==> src/shared/tcc_pkg.sv <==
package tcc_pkg;

  localparam int NUM_CMP = 3;
  localparam int NUM_CAP = 4;

  // sfr offsets, index = channel
  localparam logic [2:0][7:0] CMP_LOW_ADDR  = {8'hab, 8'haa, 8'ha9};
  localparam logic [2:0][7:0] CMP_HIGH_ADDR = {8'hcb, 8'hca, 8'hc9};
  localparam logic [3:0][7:0] CAP_LOW_ADDR  = {8'haf, 8'hae, 8'had, 8'hac};
  localparam logic [3:0][7:0] CAP_HIGH_ADDR = {8'hcf, 8'hce, 8'hcd, 8'hcc};
  localparam logic [7:0] FLAGS_ADDR       = 8'hc8;
  localparam logic [7:0] TRIG_CTRL_ADDR   = 8'heb;
  localparam logic [7:0] SET_ENABLE_ADDR  = 8'hee;
  localparam logic [7:0] TOG_ENABLE_ADDR  = 8'hef;

  // reset values
  localparam logic [7:0] BYTE_RESET  = 8'h00;
  localparam logic [6:0] FLAGS_RESET = 7'h00;

  // field positions
  localparam int FLAG_CMP_LSB   = 4;
  localparam int FLAG_CAP_LSB   = 0;
  localparam int SET_PIN_COUNT  = 6;
  localparam int TOG_HI_BIT     = 1;
  localparam int TOG_LO_BIT     = 0;
  localparam int TOG_HI_PIN     = 7;
  localparam int TOG_LO_PIN     = 6;

  // special-function register access, one request per clock
  typedef struct packed {
    logic [7:0] addr;
    logic       wr;
    logic       rd;
    logic [7:0] wdata;
  } tcc_sfr_req_t;

endpackage

==> src/tcc_capture_compare.sv <==
`timescale 1ns/100ps
// Operation
// - three 16-bit compare channels against timer two
// - compare 0/1 match raises gated interrupt
// - compare 0/1 match sets enabled port bits 5..0
// - compare 2 match raises gated interrupt
// - compare 2 match toggles port bits 7/6
// - trigger pin 0 edge captures timer
// - trigger pin 1 edge captures timer
// - trigger pin 2 edge captures timer
// - trigger pin 3 edge captures timer
// - high bytes readable, writable, reset zero
// - capture flag or external interrupt flag
// - match sets flag; software write-one requests
module tcc_capture_compare
(
  input  wire logic                       ref_clk_in,
  input  wire logic                       rstn_in,
  input  wire tcc_pkg::tcc_sfr_req_t      sfr_req_in,
  output logic [7:0]                      sfr_rdata_out,
  output logic                            sfr_hit_out,
  input  wire logic [15:0]                timer2_value_in,
  input  wire logic [3:0]                 trigger_pin_in,
  input  wire logic [3:0]                 ext_int_event_in,
  input  wire logic [2:0]                 cmp_irq_enable_in,
  input  wire logic [3:0]                 cap_irq_enable_in,
  input  wire logic                       port_write_in,
  input  wire logic [7:0]                 port_wdata_in,
  output logic [7:0]                      compare_output_port_out,
  output logic [2:0]                      compare_irq_out,
  output logic [3:0]                      capture_irq_out
);

  ////////////////////////////////////////////////////////////////////////////
  // state

  logic [2:0][7:0] cmp_low_q;
  logic [2:0][7:0] cmp_low_d;
  logic [2:0][7:0] cmp_high_q;
  logic [2:0][7:0] cmp_high_d;
  logic [3:0][7:0] cap_low_q;
  logic [3:0][7:0] cap_low_d;
  logic [3:0][7:0] cap_high_q;
  logic [3:0][7:0] cap_high_d;
  logic [6:0]      flags_q;
  logic [6:0]      flags_d;
  logic [7:0]      trig_ctrl_q;
  logic [7:0]      trig_ctrl_d;
  logic [7:0]      set_en_q;
  logic [7:0]      set_en_d;
  logic [7:0]      tog_en_q;
  logic [7:0]      tog_en_d;
  logic [7:0]      port_q;
  logic [7:0]      port_d;
  logic [7:0]      rdata_q;
  logic [7:0]      rdata_d;
  logic            hit_q;
  logic            hit_d;

  logic [2:0]      cmp_hit;
  logic [3:0]      pin_rise;
  logic [3:0]      pin_fall;
  logic [3:0]      cap_enabled;
  logic [3:0]      cap_event;

  ////////////////////////////////////////////////////////////////////////////
  // decode helpers

  function automatic logic wr_at(input logic [7:0] a);
    wr_at = sfr_req_in.wr && (sfr_req_in.addr == a);
  endfunction

  function automatic logic mapped(input logic [7:0] a);
    logic m;
    m = (a == tcc_pkg::FLAGS_ADDR) || (a == tcc_pkg::TRIG_CTRL_ADDR) ||
        (a == tcc_pkg::SET_ENABLE_ADDR) || (a == tcc_pkg::TOG_ENABLE_ADDR);
    for (int i = 0; i < tcc_pkg::NUM_CMP; i++)
    begin
      m = m || (a == tcc_pkg::CMP_LOW_ADDR[i]) || (a == tcc_pkg::CMP_HIGH_ADDR[i]);
    end
    for (int i = 0; i < tcc_pkg::NUM_CAP; i++)
    begin
      m = m || (a == tcc_pkg::CAP_LOW_ADDR[i]) || (a == tcc_pkg::CAP_HIGH_ADDR[i]);
    end
    mapped = m;
  endfunction

  ////////////////////////////////////////////////////////////////////////////
  // compare channels and trigger pins

  genvar g;
  generate
    for (g = 0; g < tcc_pkg::NUM_CMP; g++)
    begin : g_cmp
      tcc_compare_match u_match
      (
        .ref_clk_in (ref_clk_in),
        .rstn_in    (rstn_in),
        .timer_in   (timer2_value_in),
        .value_in   ({cmp_high_q[g], cmp_low_q[g]}),
        .hit_out    (cmp_hit[g])
      );
    end
    for (g = 0; g < tcc_pkg::NUM_CAP; g++)
    begin : g_cap
      tcc_edge_sync u_sync
      (
        .ref_clk_in (ref_clk_in),
        .rstn_in    (rstn_in),
        .pin_in     (trigger_pin_in[g]),
        .rise_out   (pin_rise[g]),
        .fall_out   (pin_fall[g])
      );
      // even control bit arms the rising edge, odd bit the falling edge
      assign cap_enabled[g] = trig_ctrl_q[2*g] | trig_ctrl_q[2*g+1];
      assign cap_event[g]   = (trig_ctrl_q[2*g] & pin_rise[g]) |
                              (trig_ctrl_q[2*g+1] & pin_fall[g]);
    end
  endgenerate

  ////////////////////////////////////////////////////////////////////////////
  // compare and capture registers

  always_comb
  begin
    cmp_low_d  = cmp_low_q;
    cmp_high_d = cmp_high_q;
    cap_low_d  = cap_low_q;
    cap_high_d = cap_high_q;
    for (int i = 0; i < tcc_pkg::NUM_CMP; i++)
    begin
      if (wr_at(tcc_pkg::CMP_LOW_ADDR[i]))
      begin
        cmp_low_d[i] = sfr_req_in.wdata;
      end
      if (wr_at(tcc_pkg::CMP_HIGH_ADDR[i]))
      begin
        cmp_high_d[i] = sfr_req_in.wdata;
      end
    end
    for (int i = 0; i < tcc_pkg::NUM_CAP; i++)
    begin
      if (wr_at(tcc_pkg::CAP_LOW_ADDR[i]))
      begin
        cap_low_d[i] = sfr_req_in.wdata;
      end
      if (wr_at(tcc_pkg::CAP_HIGH_ADDR[i]))
      begin
        cap_high_d[i] = sfr_req_in.wdata;
      end
      // capture beats a software write in the same cycle
      if (cap_event[i])
      begin
        cap_high_d[i] = timer2_value_in[15:8];
        cap_low_d[i]  = timer2_value_in[7:0];
      end
    end
  end

  always_ff @(posedge ref_clk_in or negedge rstn_in)
  begin
    if (!rstn_in)
    begin
      cmp_low_q  <= '0;
      cmp_high_q <= '0;
      cap_low_q  <= '0;
      cap_high_q <= '0;
    end
    else
    begin
      cmp_low_q  <= cmp_low_d;
      cmp_high_q <= cmp_high_d;
      cap_low_q  <= cap_low_d;
      cap_high_q <= cap_high_d;
    end
  end

  ////////////////////////////////////////////////////////////////////////////
  // control and flag registers

  always_comb
  begin
    trig_ctrl_d = trig_ctrl_q;
    set_en_d    = set_en_q;
    tog_en_d    = tog_en_q;
    flags_d     = flags_q;
    if (wr_at(tcc_pkg::TRIG_CTRL_ADDR))
    begin
      trig_ctrl_d = sfr_req_in.wdata;
    end
    if (wr_at(tcc_pkg::SET_ENABLE_ADDR))
    begin
      set_en_d = sfr_req_in.wdata;
    end
    if (wr_at(tcc_pkg::TOG_ENABLE_ADDR))
    begin
      tog_en_d = sfr_req_in.wdata;
    end
    // software may set or clear; a writing one requests the interrupt
    if (wr_at(tcc_pkg::FLAGS_ADDR))
    begin
      flags_d = sfr_req_in.wdata[6:0];
    end
    // hardware set wins over a clear in the same cycle
    for (int i = 0; i < tcc_pkg::NUM_CMP; i++)
    begin
      if (cmp_hit[i])
      begin
        flags_d[tcc_pkg::FLAG_CMP_LSB + i] = 1'b1;
      end
    end
    for (int i = 0; i < tcc_pkg::NUM_CAP; i++)
    begin
      if (cap_enabled[i] ? cap_event[i] : ext_int_event_in[i])
      begin
        flags_d[tcc_pkg::FLAG_CAP_LSB + i] = 1'b1;
      end
    end
  end

  always_ff @(posedge ref_clk_in or negedge rstn_in)
  begin
    if (!rstn_in)
    begin
      trig_ctrl_q <= tcc_pkg::BYTE_RESET;
      set_en_q    <= tcc_pkg::BYTE_RESET;
      tog_en_q    <= tcc_pkg::BYTE_RESET;
      flags_q     <= tcc_pkg::FLAGS_RESET;
    end
    else
    begin
      trig_ctrl_q <= trig_ctrl_d;
      set_en_q    <= set_en_d;
      tog_en_q    <= tog_en_d;
      flags_q     <= flags_d;
    end
  end

  ////////////////////////////////////////////////////////////////////////////
  // compare output port latch

  always_comb
  begin
    port_d = port_q;
    if (port_write_in)
    begin
      port_d = port_wdata_in;
    end
    // match actions take effect after a same-cycle port write
    if (cmp_hit[0] | cmp_hit[1])
    begin
      port_d[tcc_pkg::SET_PIN_COUNT-1:0] = port_d[tcc_pkg::SET_PIN_COUNT-1:0] |
                                           set_en_q[tcc_pkg::SET_PIN_COUNT-1:0];
    end
    if (cmp_hit[2])
    begin
      port_d[tcc_pkg::TOG_HI_PIN] = port_d[tcc_pkg::TOG_HI_PIN] ^ tog_en_q[tcc_pkg::TOG_HI_BIT];
      port_d[tcc_pkg::TOG_LO_PIN] = port_d[tcc_pkg::TOG_LO_PIN] ^ tog_en_q[tcc_pkg::TOG_LO_BIT];
    end
  end

  always_ff @(posedge ref_clk_in or negedge rstn_in)
  begin
    if (!rstn_in)
    begin
      port_q <= tcc_pkg::BYTE_RESET;
    end
    else
    begin
      port_q <= port_d;
    end
  end

  ////////////////////////////////////////////////////////////////////////////
  // register read path

  always_comb
  begin
    rdata_d = rdata_q;
    hit_d   = 1'b0;
    if (sfr_req_in.rd)
    begin
      hit_d   = mapped(sfr_req_in.addr);
      rdata_d = 8'h00;
      if (sfr_req_in.addr == tcc_pkg::FLAGS_ADDR)
      begin
        rdata_d = {1'b0, flags_q};
      end
      if (sfr_req_in.addr == tcc_pkg::TRIG_CTRL_ADDR)
      begin
        rdata_d = trig_ctrl_q;
      end
      if (sfr_req_in.addr == tcc_pkg::SET_ENABLE_ADDR)
      begin
        rdata_d = set_en_q;
      end
      if (sfr_req_in.addr == tcc_pkg::TOG_ENABLE_ADDR)
      begin
        rdata_d = tog_en_q;
      end
      for (int i = 0; i < tcc_pkg::NUM_CMP; i++)
      begin
        if (sfr_req_in.addr == tcc_pkg::CMP_LOW_ADDR[i])
        begin
          rdata_d = cmp_low_q[i];
        end
        if (sfr_req_in.addr == tcc_pkg::CMP_HIGH_ADDR[i])
        begin
          rdata_d = cmp_high_q[i];
        end
      end
      for (int i = 0; i < tcc_pkg::NUM_CAP; i++)
      begin
        if (sfr_req_in.addr == tcc_pkg::CAP_LOW_ADDR[i])
        begin
          rdata_d = cap_low_q[i];
        end
        if (sfr_req_in.addr == tcc_pkg::CAP_HIGH_ADDR[i])
        begin
          rdata_d = cap_high_q[i];
        end
      end
    end
  end

  always_ff @(posedge ref_clk_in or negedge rstn_in)
  begin
    if (!rstn_in)
    begin
      rdata_q <= tcc_pkg::BYTE_RESET;
      hit_q   <= 1'b0;
    end
    else
    begin
      rdata_q <= rdata_d;
      hit_q   <= hit_d;
    end
  end

  ////////////////////////////////////////////////////////////////////////////
  // outputs

  assign sfr_rdata_out           = rdata_q;
  assign sfr_hit_out             = hit_q;
  assign compare_output_port_out = port_q;
  assign compare_irq_out[1:0]    = flags_q[tcc_pkg::FLAG_CMP_LSB +: 2] & cmp_irq_enable_in[1:0];
  assign compare_irq_out[2]      = flags_q[tcc_pkg::FLAG_CMP_LSB + 2] & cmp_irq_enable_in[2];
  assign capture_irq_out         = flags_q[tcc_pkg::FLAG_CAP_LSB +: 4] & cap_irq_enable_in;

endmodule

==> src/tcc_edge_sync.sv <==
`timescale 1ns/100ps
module tcc_edge_sync
(
  input  wire logic ref_clk_in,
  input  wire logic rstn_in,
  input  wire logic pin_in,
  output logic      rise_out,
  output logic      fall_out
);

  logic [2:0] sync_q;
  logic [2:0] sync_d;
  logic       level_q;
  logic       level_d;
  logic       agree;

  assign agree = (sync_q[1] == sync_q[2]);

  always_comb
  begin
    sync_d  = {sync_q[1:0], pin_in};
    level_d = agree ? sync_q[2] : level_q;
  end

  always_ff @(posedge ref_clk_in or negedge rstn_in)
  begin
    if (!rstn_in)
    begin
      sync_q  <= 3'h0;
      level_q <= 1'b0;
    end
    else
    begin
      sync_q  <= sync_d;
      level_q <= level_d;
    end
  end

  assign rise_out = agree & sync_q[2] & ~level_q;
  assign fall_out = agree & ~sync_q[2] & level_q;

endmodule

==> src/tcc_compare_match.sv <==
`timescale 1ns/100ps
module tcc_compare_match
(
  input  wire logic        ref_clk_in,
  input  wire logic        rstn_in,
  input  wire logic [15:0] timer_in,
  input  wire logic [15:0] value_in,
  output logic             hit_out
);

  logic equal;
  logic equal_q;
  logic equal_d;

  assign equal = (timer_in == value_in);

  always_comb
  begin
    equal_d = equal;
  end

  always_ff @(posedge ref_clk_in or negedge rstn_in)
  begin
    if (!rstn_in)
    begin
      // starts high: zero timer against zero compare after reset is no match
      equal_q <= 1'b1;
    end
    else
    begin
      equal_q <= equal_d;
    end
  end

  // one pulse per entry into equality, so a stalled timer fires once
  assign hit_out = equal & ~equal_q;

endmodule

==> config.mk <==
export PLATFORM = sky130hd
export DESIGN_NAME = tcc_capture_compare
export DESIGN_NICKNAME = d
export VERILOG_FILES = /design/src/shared/tcc_pkg.sv /design/src/tcc_capture_compare.sv /design/src/tcc_edge_sync.sv /design/src/tcc_compare_match.sv
export SDC_FILE = /design/constraint.sdc
export NUM_CORES = 1
export LEC_CHECK = 0
export ABC_AREA = 1
export ABC_CLOCK_PERIOD_IN_PS = 2000
export BUFFER_PORTS_ARGS = -buffer_cell sky130_fd_sc_hd__buf_2
export CAP_MARGIN = 20
export CORE_MARGIN = 4
export CORE_UTILIZATION = 60
export DETAILED_ROUTE_END_ITERATION = 16
export PLACE_DENSITY = 0.8
export SYNTH_ARGS = -nofsm -noshare
export SYNTH_HDL_FRONTEND = slang
export SYNTH_HIERARCHICAL = 1
export SYNTH_SLANG_ARGS = --single-unit
==> constraint.sdc <==
create_clock -name ref_clk_in -period 2 [get_ports ref_clk_in]
set_input_delay 0.3 -clock ref_clk_in [delete_from_list [all_inputs] [get_ports ref_clk_in]]
set_output_delay 0.3 -clock ref_clk_in [all_outputs]
set_load 0.01 [all_outputs]
==> results of run 1 <==
## cell usage in the layout, fill, tap and decap left out, drive strengths merged
master,n
inv,234
bufinv,2
nor4,4
nand3,62
nand3b,1
nand2,588
clkinv,6
ha,8
o22ai,1
o21ai,116
a41oi,1
or2,10
a221oi,4
nand4,19
nor3,1
dfstp,3
o211ai,27
clkinvlp,2
nor2,170
clkbuf,19
xor2,2
dlygate4sd3,5
dfrtp,176
a21oi,8
buf,164
a21boi,1
## timing repair
item                       CTS  global route
hold buffers                 5             0
setup endpoints to repair    0             1
hold endpoints to repair    48             0
gates resized for setup      0             1
setup buffers                0             0
## registers in the layout, indices dropped and copies added (netlist names), 4 cells and up
signal / count
g_cap.u_sync/level_q: 4
sfr_rdata_out: 8
cap_high_q: 32
tog_en_q: 8
flags_q: 7
cmp_low_q: 24
g_cap.u_sync/sync_q: 12
set_en_q: 8
trig_ctrl_q: 8
cmp_high_q: 24
compare_output_port_out: 8
cap_low_q: 32
## through the flow
| step | std cells | hold WS (ps) | setup TNS, ps |
|---|---|---|---|
| 6_report | 1850 | 87.9 | 0 |
| 5_1_grt | 1850 | 89.0 | 0 |
| 4_1_cts | 1850 | 80.0 | 0 |
| 3_5_place_dp | 1813 | 290 | -812 |
| 3_3_place_gp | 1813 | 290 | -497 |
| 2_1_floorplan | 1463 | 4.41 | 0 |
## final cells by class
cell class | count | area, um^2 | area share, %
Multi-Input combinational cell | 1023 | 4520 | 38.2
Sequential cell | 179 | 4480 | 37.9
Timing Repair Buffer | 169 | 1120 | 9.44
Inverter | 231 | 870 | 7.35
Clock buffer | 19 | 433 | 3.66
Tap cell | 216 | 270 | 2.28
Clock inverter | 13 | 146 | 1.24
## power breakdown
group | leakage (uW) | total (uW) | internal (uW) | switching, uW
logic | 0.00357 | 1170 | 424 | 745
clock network | 0.000280 | 3390 | 1860 | 1530
registers | 0.00235 | 4300 | 4040 | 261
total | 0.00620 | 8860 | 6320 | 2540
## kinds of logic (layout without fill, tap and decap cells)
group | after synthesis | after routing | share of synthesized area (%)
AND/OR/NAND/NOR | 855 | 855 | 35.2
buffers and inverters | 261 | 432 | 9.88
flip-flops | 179 | 179 | 44.9
AO/OA/AOI/OAI | 158 | 158 | 8.86
adder cells (fa/ha/maj) | 8 | 8 | 1.00
XOR/XNOR | 2 | 2 | 0.175
## critical path: stages
cell and delay, ps:
buf_2 120, nand2_1 120, nor2_1 110, nand2_1 150, inv_1 130, nand2_1 80, nand3_1 100, nor2_1 150
nand4_1 130, nor2_1 150, nand4_1 140, a21boi_1 260, nand4_1 160, nand2_1 100, nand2_1 50
## path summary, 6_finish.rpt
path	from	endpoint	slack, ps	cells after the start
setup / recovery	sfr_req_in[13]	sfr_rdata_out[7]	70	15
min in group asynchronous	rstn_in	set_en_q[5]	380	2
hold / removal	port_wdata_in[0]	compare_output_port_out[0]	90	3
hold reg to reg	g_cap[0].u_sync/sync_q[0]	g_cap[0].u_sync/sync_q[1]	360	0
setup reg to reg	cmp_high_q[14]	compare_output_port_out[1]	150	9
max in group asynchronous	rstn_in	g_cmp[2].u_match/equal_q	970	3
## routing by layer
metal,wire (um),up-vias
met4,924,2
met5,7,-
met2,14500,543
met3,4390,73
li1,-,4805
met1,13800,4656
==> impl_summary.log, run 1 <==
INFO  metric core_region_area = 16100 um^2
INFO  metric cts.sinks = 179
INFO  metric report.final.setup_viol = 0
INFO  metric post_route_cells_drive_above_1_share = 14.8%
INFO  metric remaining_drc_errors = 0
INFO  metric yosysTopAreaCell = dfrtp_1
INFO  metric totalPowerFinal = 8860 uW
INFO  metric max_capacitance_violation_count = 0
INFO  metric synth_seq_area_share = 44.9%
INFO  metric vias = 10079
INFO  metric worstSetupEndpointType = flop
INFO  metric antenna-diode-count = 0
INFO  metric place_area = 11200 um^2
INFO  metric power_density = 748 nW/um^2
INFO  metric die_h = 137 um
INFO  metric dieWidth = 137 um
INFO  metric core.rowCount = 46
INFO  metric post-route-period-util = 96.3%
INFO  metric via_per_inst = 5.45
INFO  metric synthCells = 1463
INFO  metric timing_max_transition_violations_final = 0
INFO  metric synthesis.yosys.warnings = 6
INFO  metric synthTopCellsByCount = nand2_1 (582), inv_1 (218), dfrtp_1 (176), nor2_1 (147), o21ai_0 (102)
INFO  metric maximum_number_of_pins_on_one_net_before_global_route_repair = 51
INFO  metric globalRouteTotalUtil = 37.1%
INFO  metric clk_pin_slew = 70 ps
INFO  metric area_contributors_post_synth = dfrtp_1 (44%), nand2_1 (22%), inv_1 (8.2%)
INFO  metric yosys_register_bits = 179
INFO  metric synth.net_count = 1531
INFO  metric gp_congestion = 1.02
INFO  metric critical_path_arrival = 2260 ps
INFO  metric postLayoutCoreUtil = 73.5%
INFO  metric detailedRoute.firstIterationViolations = 1122
INFO  metric dpl_worst_slack = -346 ps
INFO  metric post-dp-hpwl = 24.9 mm
INFO  metric first_global_vias = 9352
INFO  metric synth-edff-count = 0
INFO  metric cp.required = 2330 ps
INFO  metric run_status = finished, final reports clean
INFO  metric timing.clock.skew = 9.20 ps
INFO  metric global_route.usage.met1 = 52.1%
INFO  metric io_buffers = 83
INFO  metric clockBufferDepth = 2
INFO  metric period_needed = 1930 ps
INFO  metric grt_pass1_wl = 51.5 mm
INFO  metric netlist_area = 9990 um^2
INFO  metric io-pin-count = 84
INFO  metric htree_levels = 4
INFO  metric die_area = 18800 um^2
INFO  metric final_antenna_net_count = 0
INFO  metric post_synth.cell_area_avg = 6.83 um^2
INFO  metric drt_pass1_iterations = 6
INFO  metric achievable-frequency = 519 MHz
INFO  metric worstHoldPathType = primary input to flop
INFO  metric clock_insertion_delay_worst_skew = 440 ps
INFO  metric cts_tree = built
INFO  metric clk_root_buffer_cell = clkbuf_16
INFO  metric relSlewSlack = 57.8%
INFO  metric critical_path.max_fanout = 4
INFO  metric tritoncts.num_buffers = 17
INFO  metric layout-area-overhead-vs-synth = 18.5%
INFO  metric timing.final.ws_setup = 74.8 ps
INFO  metric globalRouteOverflowTotal = 0
INFO  metric fill_cells = 1344
INFO  metric initial_utilization = 62.0%
INFO  metric final_design_area_no_fill = 11800 um^2
INFO  metric rsz0062_at_grt = false
INFO  metric area_share_of_the_largest_cell_type_after_synthesis = 44.1%
INFO  metric worst_setup_path_type = primary input to flop
INFO  metric reported_leakage_power = 0.00620 uW
INFO  metric grt.busiest_layer = met2
INFO  metric route.detailed.wl_per_inst = 18.2 um
INFO  metric hold_viol_final = 0
INFO  metric startpoint_type = primary input
INFO  metric antenna_found_initial = 1
INFO  metric grt_util_met2 = 55.0%
INFO  metric final_nets = 1689
INFO  metric use_met3 = 11.9%
INFO  metric synthMostInstantiatedCell = nand2_1
INFO  metric netlist-cell-type-count = 33
INFO  metric max_slew.worst_pin.slew = 632 ps
INFO  metric irDropWorstVdd = 0.000629 V
INFO  metric total_detailed_routing_wirelength = 33.6 mm
INFO  metric synth_top_flop_cell = dfrtp_1
INFO  metric async_reset_ff_share = 100%
Note: power is estimated with default switching activity, not from simulation.
==> run 2: changes to the inputs <==
MAX_ROUTING_LAYER = met4   (was not set)
==> run 2 against run 1 <==
  * Critical endpoint unchanged
  * Non-clock buffer count up 6
  * Highest routed layer is now met4
  * Die area unchanged
  * First-iteration DRC count up 28%
  * Maximum frequency down 0.59%
==> impl_summary.log, run 2 (synthesis gave the netlist of run 1 again) <==
INFO  metric cp.required = 2320 ps (about the same)
INFO  metric detailedRoute.firstIterationViolations = 1436 (+28%)
INFO  metric timing.clock.skew = 11.0 ps (+1.82 ps)
INFO  metric max_capacitance_violation_count = 0 (unchanged)
INFO  metric hold_viol_final = 0 (unchanged)
INFO  metric achievable-frequency = 516 MHz (-0.59%)
INFO  metric maximum_number_of_pins_on_one_net_before_global_route_repair = 49 (-3.9%)
INFO  metric cts.sinks = 179 (unchanged)
INFO  metric critical_path.slowest_cell = a21boi_1
INFO  metric via_per_inst = 5.52 (+1.3%)
INFO  metric totalPowerFinal = 8680 uW (-2.0%)
INFO  metric reg2regPathDepth = 10 (+1)
INFO  metric cts_tree = built
INFO  metric io-pin-count = 84 (unchanged)
INFO  metric htree_levels = 4 (unchanged)
INFO  metric layout-area-overhead-vs-synth = 19.1%
INFO  metric die_area = 18800 um^2 (unchanged)
INFO  metric critical_path_arrival = 2260 ps (about the same)
INFO  metric vias = 10245 (+1.6%)
INFO  metric core_region_area = 16100 um^2 (unchanged)
INFO  metric relSlewSlack = 54.2% (-3.7 points)
INFO  metric clk_pin_slew = 70 ps (about the same)
INFO  metric tritoncts.num_buffers = 17 (unchanged)
INFO  metric grt_pass1_wl = 52.4 mm (+1.7%)
INFO  metric dieWidth = 137 um (unchanged)
INFO  metric finalSetupTns = 0 ps (unchanged)
INFO  metric stage_delay_of_the_slowest_cell_on_the_critical_path = 240 ps (-20 ps)
INFO  metric final_antenna_net_count = 0 (unchanged)
INFO  metric period_needed = 1940 ps (+11.5 ps)
INFO  metric layout.cells.most_common = nand2_1
INFO  metric layout_common_cells = nand2_1 (579), inv_1 (217), dfrtp_1 (176), nor2_1 (145), o21ai_0 (102)
INFO  metric timing.final.ws_setup = 63.3 ps (-11.5 ps)
INFO  metric first_global_vias = 9790 (+4.7%)
INFO  metric power_density = 729 nW/um^2 (-2.5%)
INFO  metric clock_insertion_delay_worst_skew = 430 ps (about the same)
INFO  metric clk_root_buffer_cell = clkbuf_16
INFO  metric core.rowCount = 46 (unchanged)
INFO  metric worstSetupEndpointType = flop
INFO  metric critical_path.max_fanout = 4 (unchanged)
INFO  metric holdPathStages = 3 (unchanged)
INFO  metric total_detailed_routing_wirelength = 33.7 mm (+0.38%)
INFO  metric clockBufferDepth = 2 (unchanged)
INFO  metric globalRouteOverflowTotal = 0 (unchanged)
INFO  metric startpoint_type = primary input
INFO  metric gp_congestion = 1.09 (+7.1%)
INFO  metric dpl_worst_slack = -313 ps (+32.6 ps)
INFO  metric post-route-period-util = 96.8% (+0.58 points)
INFO  metric drt_pass1_iterations = 6 (unchanged)
INFO  metric initial_utilization = 62.0% (unchanged)
INFO  metric irDropWorstVdd = 0.000615 V (-2.3%)
INFO  metric route.detailed.wl_per_inst = 18.2 um (about the same)
INFO  metric final_nets = 1695 (+0.36%)
INFO  metric largest_registers = cap_high_q x32, cap_low_q x32
INFO  metric worstHoldPathType = primary input to flop
INFO  metric post-dp-hpwl = 24.8 mm (-0.43%)
INFO  metric run_status = finished, final reports clean
INFO  metric worstPathCellList = buf_2 -> inv_2 -> nand2_2 -> nor2_1 -> nand2_2 -> inv_1 -> buf_4 -> nand2_1 -> nand3_2 -> nor2_2 -> nand4_1 -> nor2_1 -> nand4_1 -> a21boi_1 -> nand4_1 -> nand2_1 -> nand2_1
INFO  metric report.final.setup_viol = 0 (unchanged)
INFO  metric remaining_drc_errors = 0 (unchanged)
INFO  metric antenna_found_initial = 0 (-1)
INFO  metric max_slew.worst_pin.slew = 687 ps (+55.0 ps)
INFO  metric post_route_cells_drive_above_1_share = 15.5% (+0.74 points)
INFO  metric timing_max_transition_violations_final = 0 (unchanged)
INFO  metric worst_setup_path_type = primary input to flop
INFO  metric die_h = 137 um (unchanged)
INFO  metric io_buffers = 83 (unchanged)
INFO  metric globalRouteTotalUtil = 38.2% (+1.1 points)
INFO  metric rsz0062_at_grt = false
INFO  metric reported_leakage_power = 0.00624 uW (+0.62%)
run 2: cell count changes in the layout (fill, tap and decap cells not counted), sizes merged:
cell	change
inv	-4
diode	+1
buf	+6
clkinv	+2
clkbuf	+4
bufinv	-2
run 2: critical path, delay by kind of cell:
kind	cells	cell delay [ps]
and+or+nand+nor	12	1300
buffers and inverters	4	430
AOI/OAI and AO/OA	1	240
run 2: power by group:
| part | switching, uW | internal, uW |
|---|---|---|
| Sequential | 260 | 4040 |
| Clock | 1460 | 1740 |
| Combinational | 754 | 429 |
run 2: final timing paths:
path,startpoint,slack [ps],end
setup / recovery,sfr_req_in[10],60,sfr_rdata_out[7]
hold reg to reg,g_cap[1].u_sync/sync_q[0],350,g_cap[1].u_sync/sync_q[1]
min in group asynchronous,rstn_in,360,compare_output_port_out[4]
max in group asynchronous,rstn_in,1020,cap_low_q[8]
setup reg to reg,trig_ctrl_q[7],130,sfr_rdata_out[7]
hold / removal,port_wdata_in[0],100,compare_output_port_out[0]
run 2: area by class of cell:
cell class                      count  area, um^2
Timing Repair Buffer              175        1170
Clock buffer                       23         488
Clock inverter                      9        71.3
Fill cell                        1323        4220
Tap cell                          216         270
Multi-Input combinational cell   1023        4540
Sequential cell                   179        4480
Antenna cell                        1        2.50
Inverter                          231         870
run 2: metal layers:
| layer | GRT usage, % | up-vias | part of all wire, % |
|---|---|---|---|
| met3 | 12.5 | 107 | 13 |
| li1 | - | 4824 | - |
| met4 | 15.8 | 0 | 4.1 |
| met2 | 55.3 | 624 | 44 |
| met1 | 49.6 | 4690 | 39 |
| met5 | - | - | 0 |
run 2: repair_timing:
item / CTS / global route
setup buffers: 0 / 1
hold buffers: 5 / 0
endpoints found under the setup margin: 0 / 3
endpoints found under the hold margin: 39 / 0
resized for setup: 0 / 9
run 2: stage by stage:
stage                     cell area, um^2  util [%]  hold WS, ps  cells
final                               11900      73.8         96.7   1857
after global routing                11900      73.8         78.0   1856
after CTS                           11900      73.6         85.1   1855
after detailed placement            11300      69.9          248   1818
after global placement              11300      69.9          246   1818
after floorplan                      9990         -         4.41   1463
==> run 3: changes to the inputs <==
CELL_PAD_IN_SITES_DETAIL_PLACEMENT = 0   (was not set)
CELL_PAD_IN_SITES_GLOBAL_PLACEMENT = 1   (was not set)
CORE_UTILIZATION = 43   (was 60)
MAX_ROUTING_LAYER = not set   (was met4)
==> run 3 against run 2 <==
  * Routed wire length is 4.2% higher
  * Worst hold slack worse by 12 ps
  * Critical path depth is 5 lower
  * Combinational power hardly changed
  * Non-clock buffer count is 23 higher
  * Critical endpoint is now sfr_rdata_out[6]
  * Highest routed layer unchanged
==> impl_summary.log, run 3 (synthesis gave the netlist of run 1 again) <==
INFO  metric timing_max_transition_violations_final = 0 (unchanged)
INFO  metric globalRouteOverflowTotal = 0 (unchanged)
INFO  metric hold_viol_final = 0 (unchanged)
INFO  metric fill_cells = 2264 (+71%)
INFO  metric htree_levels = 4 (unchanged)
INFO  metric remaining_drc_errors = 0 (unchanged)
INFO  metric clock_insertion_delay_worst_skew = 440 ps (about the same)
INFO  metric crit_path_frequent_cell = nor2_1
INFO  metric core_region_area = 22800 um^2 (+41%)
INFO  metric register_area = 4480 um^2 (unchanged)
INFO  metric route.detailed.wl_per_inst = 17.8 um (-2.1%)
INFO  metric multiInputGateArea = 4520 um^2 (-0.50%)
INFO  metric gp_congestion = 0.956 (-12%)
INFO  metric grt_pass1_wl = 53.8 mm (+2.8%)
INFO  metric initial_utilization = 43.9% (-18 points)
INFO  metric timing.clock.skew = 18.0 ps (+6.96 ps)
INFO  metric antenna_found_initial = 0 (unchanged)
INFO  metric tritoncts.num_buffers = 17 (unchanged)
INFO  metric final_nets = 1718 (+1.4%)
INFO  metric totalPowerFinal = 8870 uW (+2.1%)
INFO  metric cts_tree = built
INFO  metric worstSetupEndpointType = flop
INFO  metric startpoint_type = flop
INFO  metric globalRouteTotalUtil = 27.4% (-11 points)
INFO  metric io-pin-count = 84 (unchanged)
INFO  metric run_status = finished, final reports clean
INFO  metric largest_registers = cap_high_q x32, cap_low_q x32
INFO  metric max_slew.worst_pin.slew = 542 ps (-145 ps)
INFO  metric critical_path_arrival = 2150 ps (-110 ps)
INFO  metric critical_path.max_fanout = 2 (-2)
INFO  metric post-route-period-util = 90.7% (-6.1 points)
INFO  metric dieWidth = 160 um (+17%)
INFO  metric clk_pin_slew = 80 ps (about the same)
INFO  metric portion_of_total_power_attributed_to_sequential_cells = 48.8% (-0.7 points)
INFO  metric total_detailed_routing_wirelength = 35.1 mm (+4.2%)
INFO  metric rsz0062_at_grt = false
INFO  metric post_cts.resized_instances = 0 (unchanged)
INFO  metric clockPowerShare = 38.0% (+1.1 points)
INFO  metric die_h = 160 um (+17%)
INFO  metric first_global_vias = 9290 (-5.1%)
INFO  metric irDropWorstVdd = 0.000425 V (-31%)
INFO  metric post_route_cells_drive_above_1_share = 16.4% (+0.87 points)
INFO  metric timing.final.ws_setup = 186 ps (+122 ps)
INFO  metric cell_internal_pwr = 6150 uW (-0.85%)
INFO  metric critical_path.slowest_cell = dfrtp_1
INFO  metric finalSetupTns = 0 ps (unchanged)
INFO  metric cp.required = 2330 ps (about the same)
INFO  metric worstHoldPathType = primary input to flop
INFO  metric post-dp-hpwl = 26.8 mm (+8.0%)
INFO  metric period_needed = 1810 ps (-122 ps)
INFO  metric antenna-diode-count = 0 (-1)
INFO  metric reported_leakage_power = 0.00636 uW (+2.0%)
INFO  metric achievable-frequency = 551 MHz (+6.7%)
INFO  metric cts.sinks = 179 (unchanged)
INFO  metric final_antenna_net_count = 0 (unchanged)
INFO  metric power_density = 726 nW/um^2 (-0.48%)
INFO  metric stage_delay_of_the_slowest_cell_on_the_critical_path = 400 ps (+160 ps)
INFO  metric via_per_inst = 5.01 (-9.1%)
INFO  metric fin_cells = 1976 (+6.4%)
INFO  metric layout_common_cells = nand2_1 (582), inv_1 (218), dfrtp_1 (176), nor2_1 (147), buf_4 (104)
INFO  metric vias = 9906 (-3.3%)
INFO  metric relSlewSlack = 63.8% (+9.6 points)
INFO  metric worstPathCellList = inv_1 -> o21ai_0 -> nor2_1 -> nand4_1 -> nor2_1 -> nand3_1 -> nor2_1 -> nand4_1 -> nor2_1 -> nand2_1 -> nand2_1 -> nand2_1
INFO  metric p_comb_share = 13.3% (-0.3 points)
INFO  metric maximum_number_of_pins_on_one_net_before_global_route_repair = 42 (-14%)
INFO  metric die_area = 25700 um^2 (+37%)
INFO  metric numPlacedInstances = 1939 (+6.7%)
INFO  metric detailedRoute.firstIterationViolations = 963 (-33%)
INFO  metric clk_root_buffer_cell = clkbuf_16
INFO  metric whs = 85.0 ps (-11.6 ps)
INFO  metric p_switching = 2710 uW (+9.6%)
INFO  metric dpl_worst_slack = -226 ps (+87.5 ps)
INFO  metric layout-area-overhead-vs-synth = 22.3%
INFO  metric core.rowCount = 55 (+20%)
INFO  metric max_capacitance_violation_count = 0 (unchanged)
INFO  metric layout.cells.most_common = nand2_1
INFO  metric fraction_of_power_spent_switching_nets = 30.6% (+2.1 points)
INFO  metric worst_setup_path_type = flop to flop
INFO  metric io_buffers = 83 (unchanged)
INFO  metric drt_pass1_iterations = 6 (unchanged)
INFO  metric report.final.setup_viol = 0 (unchanged)
INFO  metric clockBufferDepth = 2 (unchanged)
==> run 3: repair_timing <==
action                                 CTS  global route
endpoints found under the hold margin   39             0
hold buffers                             5             0
buffers inserted                         0             0
==> run 3: worst paths after layout <==
| path | slack (ps) | to | cells past startpoint | startpoint |
|---|---|---|---|---|
| max | 190 | sfr_rdata_out[6] | 12 | flags_q[6] |
| min in group asynchronous | 340 | g_cap[2].u_sync/sync_q[2] | 2 | rstn_in |
| max reg2reg | 190 | sfr_rdata_out[6] | 12 | flags_q[6] |
| min reg2reg | 350 | g_cap[0].u_sync/sync_q[1] | 0 | g_cap[0].u_sync/sync_q[0] |
| max in group asynchronous | 1030 | sfr_rdata_out[1] | 3 | rstn_in |
| min | 90 | compare_output_port_out[0] | 3 | port_wdata_in[0] |
==> run 3: stage by stage <==
stage                     util, %  area, um^2
after detailed placement     50.9       11600
after global routing         53.6       12200
after CTS                    53.6       12200
final                        53.6       12200
after floorplan                 -        9990
after global placement       50.9       11600
==> run 3: worst max-delay path, delay by kind of cell (launching register included) <==
family                 cells  cell delay, ps
AND/OR/NAND/NOR           10            1070
flip-flops                 1             400
buffers and inverters      1             110
AO/OA/AOI/OAI              1             110
==> run 3: cell type report <==
class / count / area share (%)
multi-input combinational: 1023 / 37.0
sequential: 179 / 36.7
timing repair buffer: 198 / 11.3
inverter: 231 / 7.12
clock buffer: 17 / 3.48
tap: 313 / 3.21
clock inverter: 15 / 1.23
==> run 3: metal layers <==
layer  global-route usage (%)  vias to the layer above  share of wire [%]
li1                         -                     4862                  -
met1                     39.4                     4646                 46
met2                     42.5                      346                 44
met3                     4.64                       52                7.0
met4                     8.33                        0                2.7
met5                        0                        -                  0
==> run 3: power groups by stage <==
stage | Combinational [uW] | Clock [uW] | Sequential [uW]
after CTS | 1180 | 3420 | 4320
after global placement | 1140 | 0 | 4380
after floorplan | 643 | 0 | 4280
final | 1180 | 3360 | 4320
after detailed placement | 1170 | 0 | 4390
after global routing | 1340 | 3550 | 4370
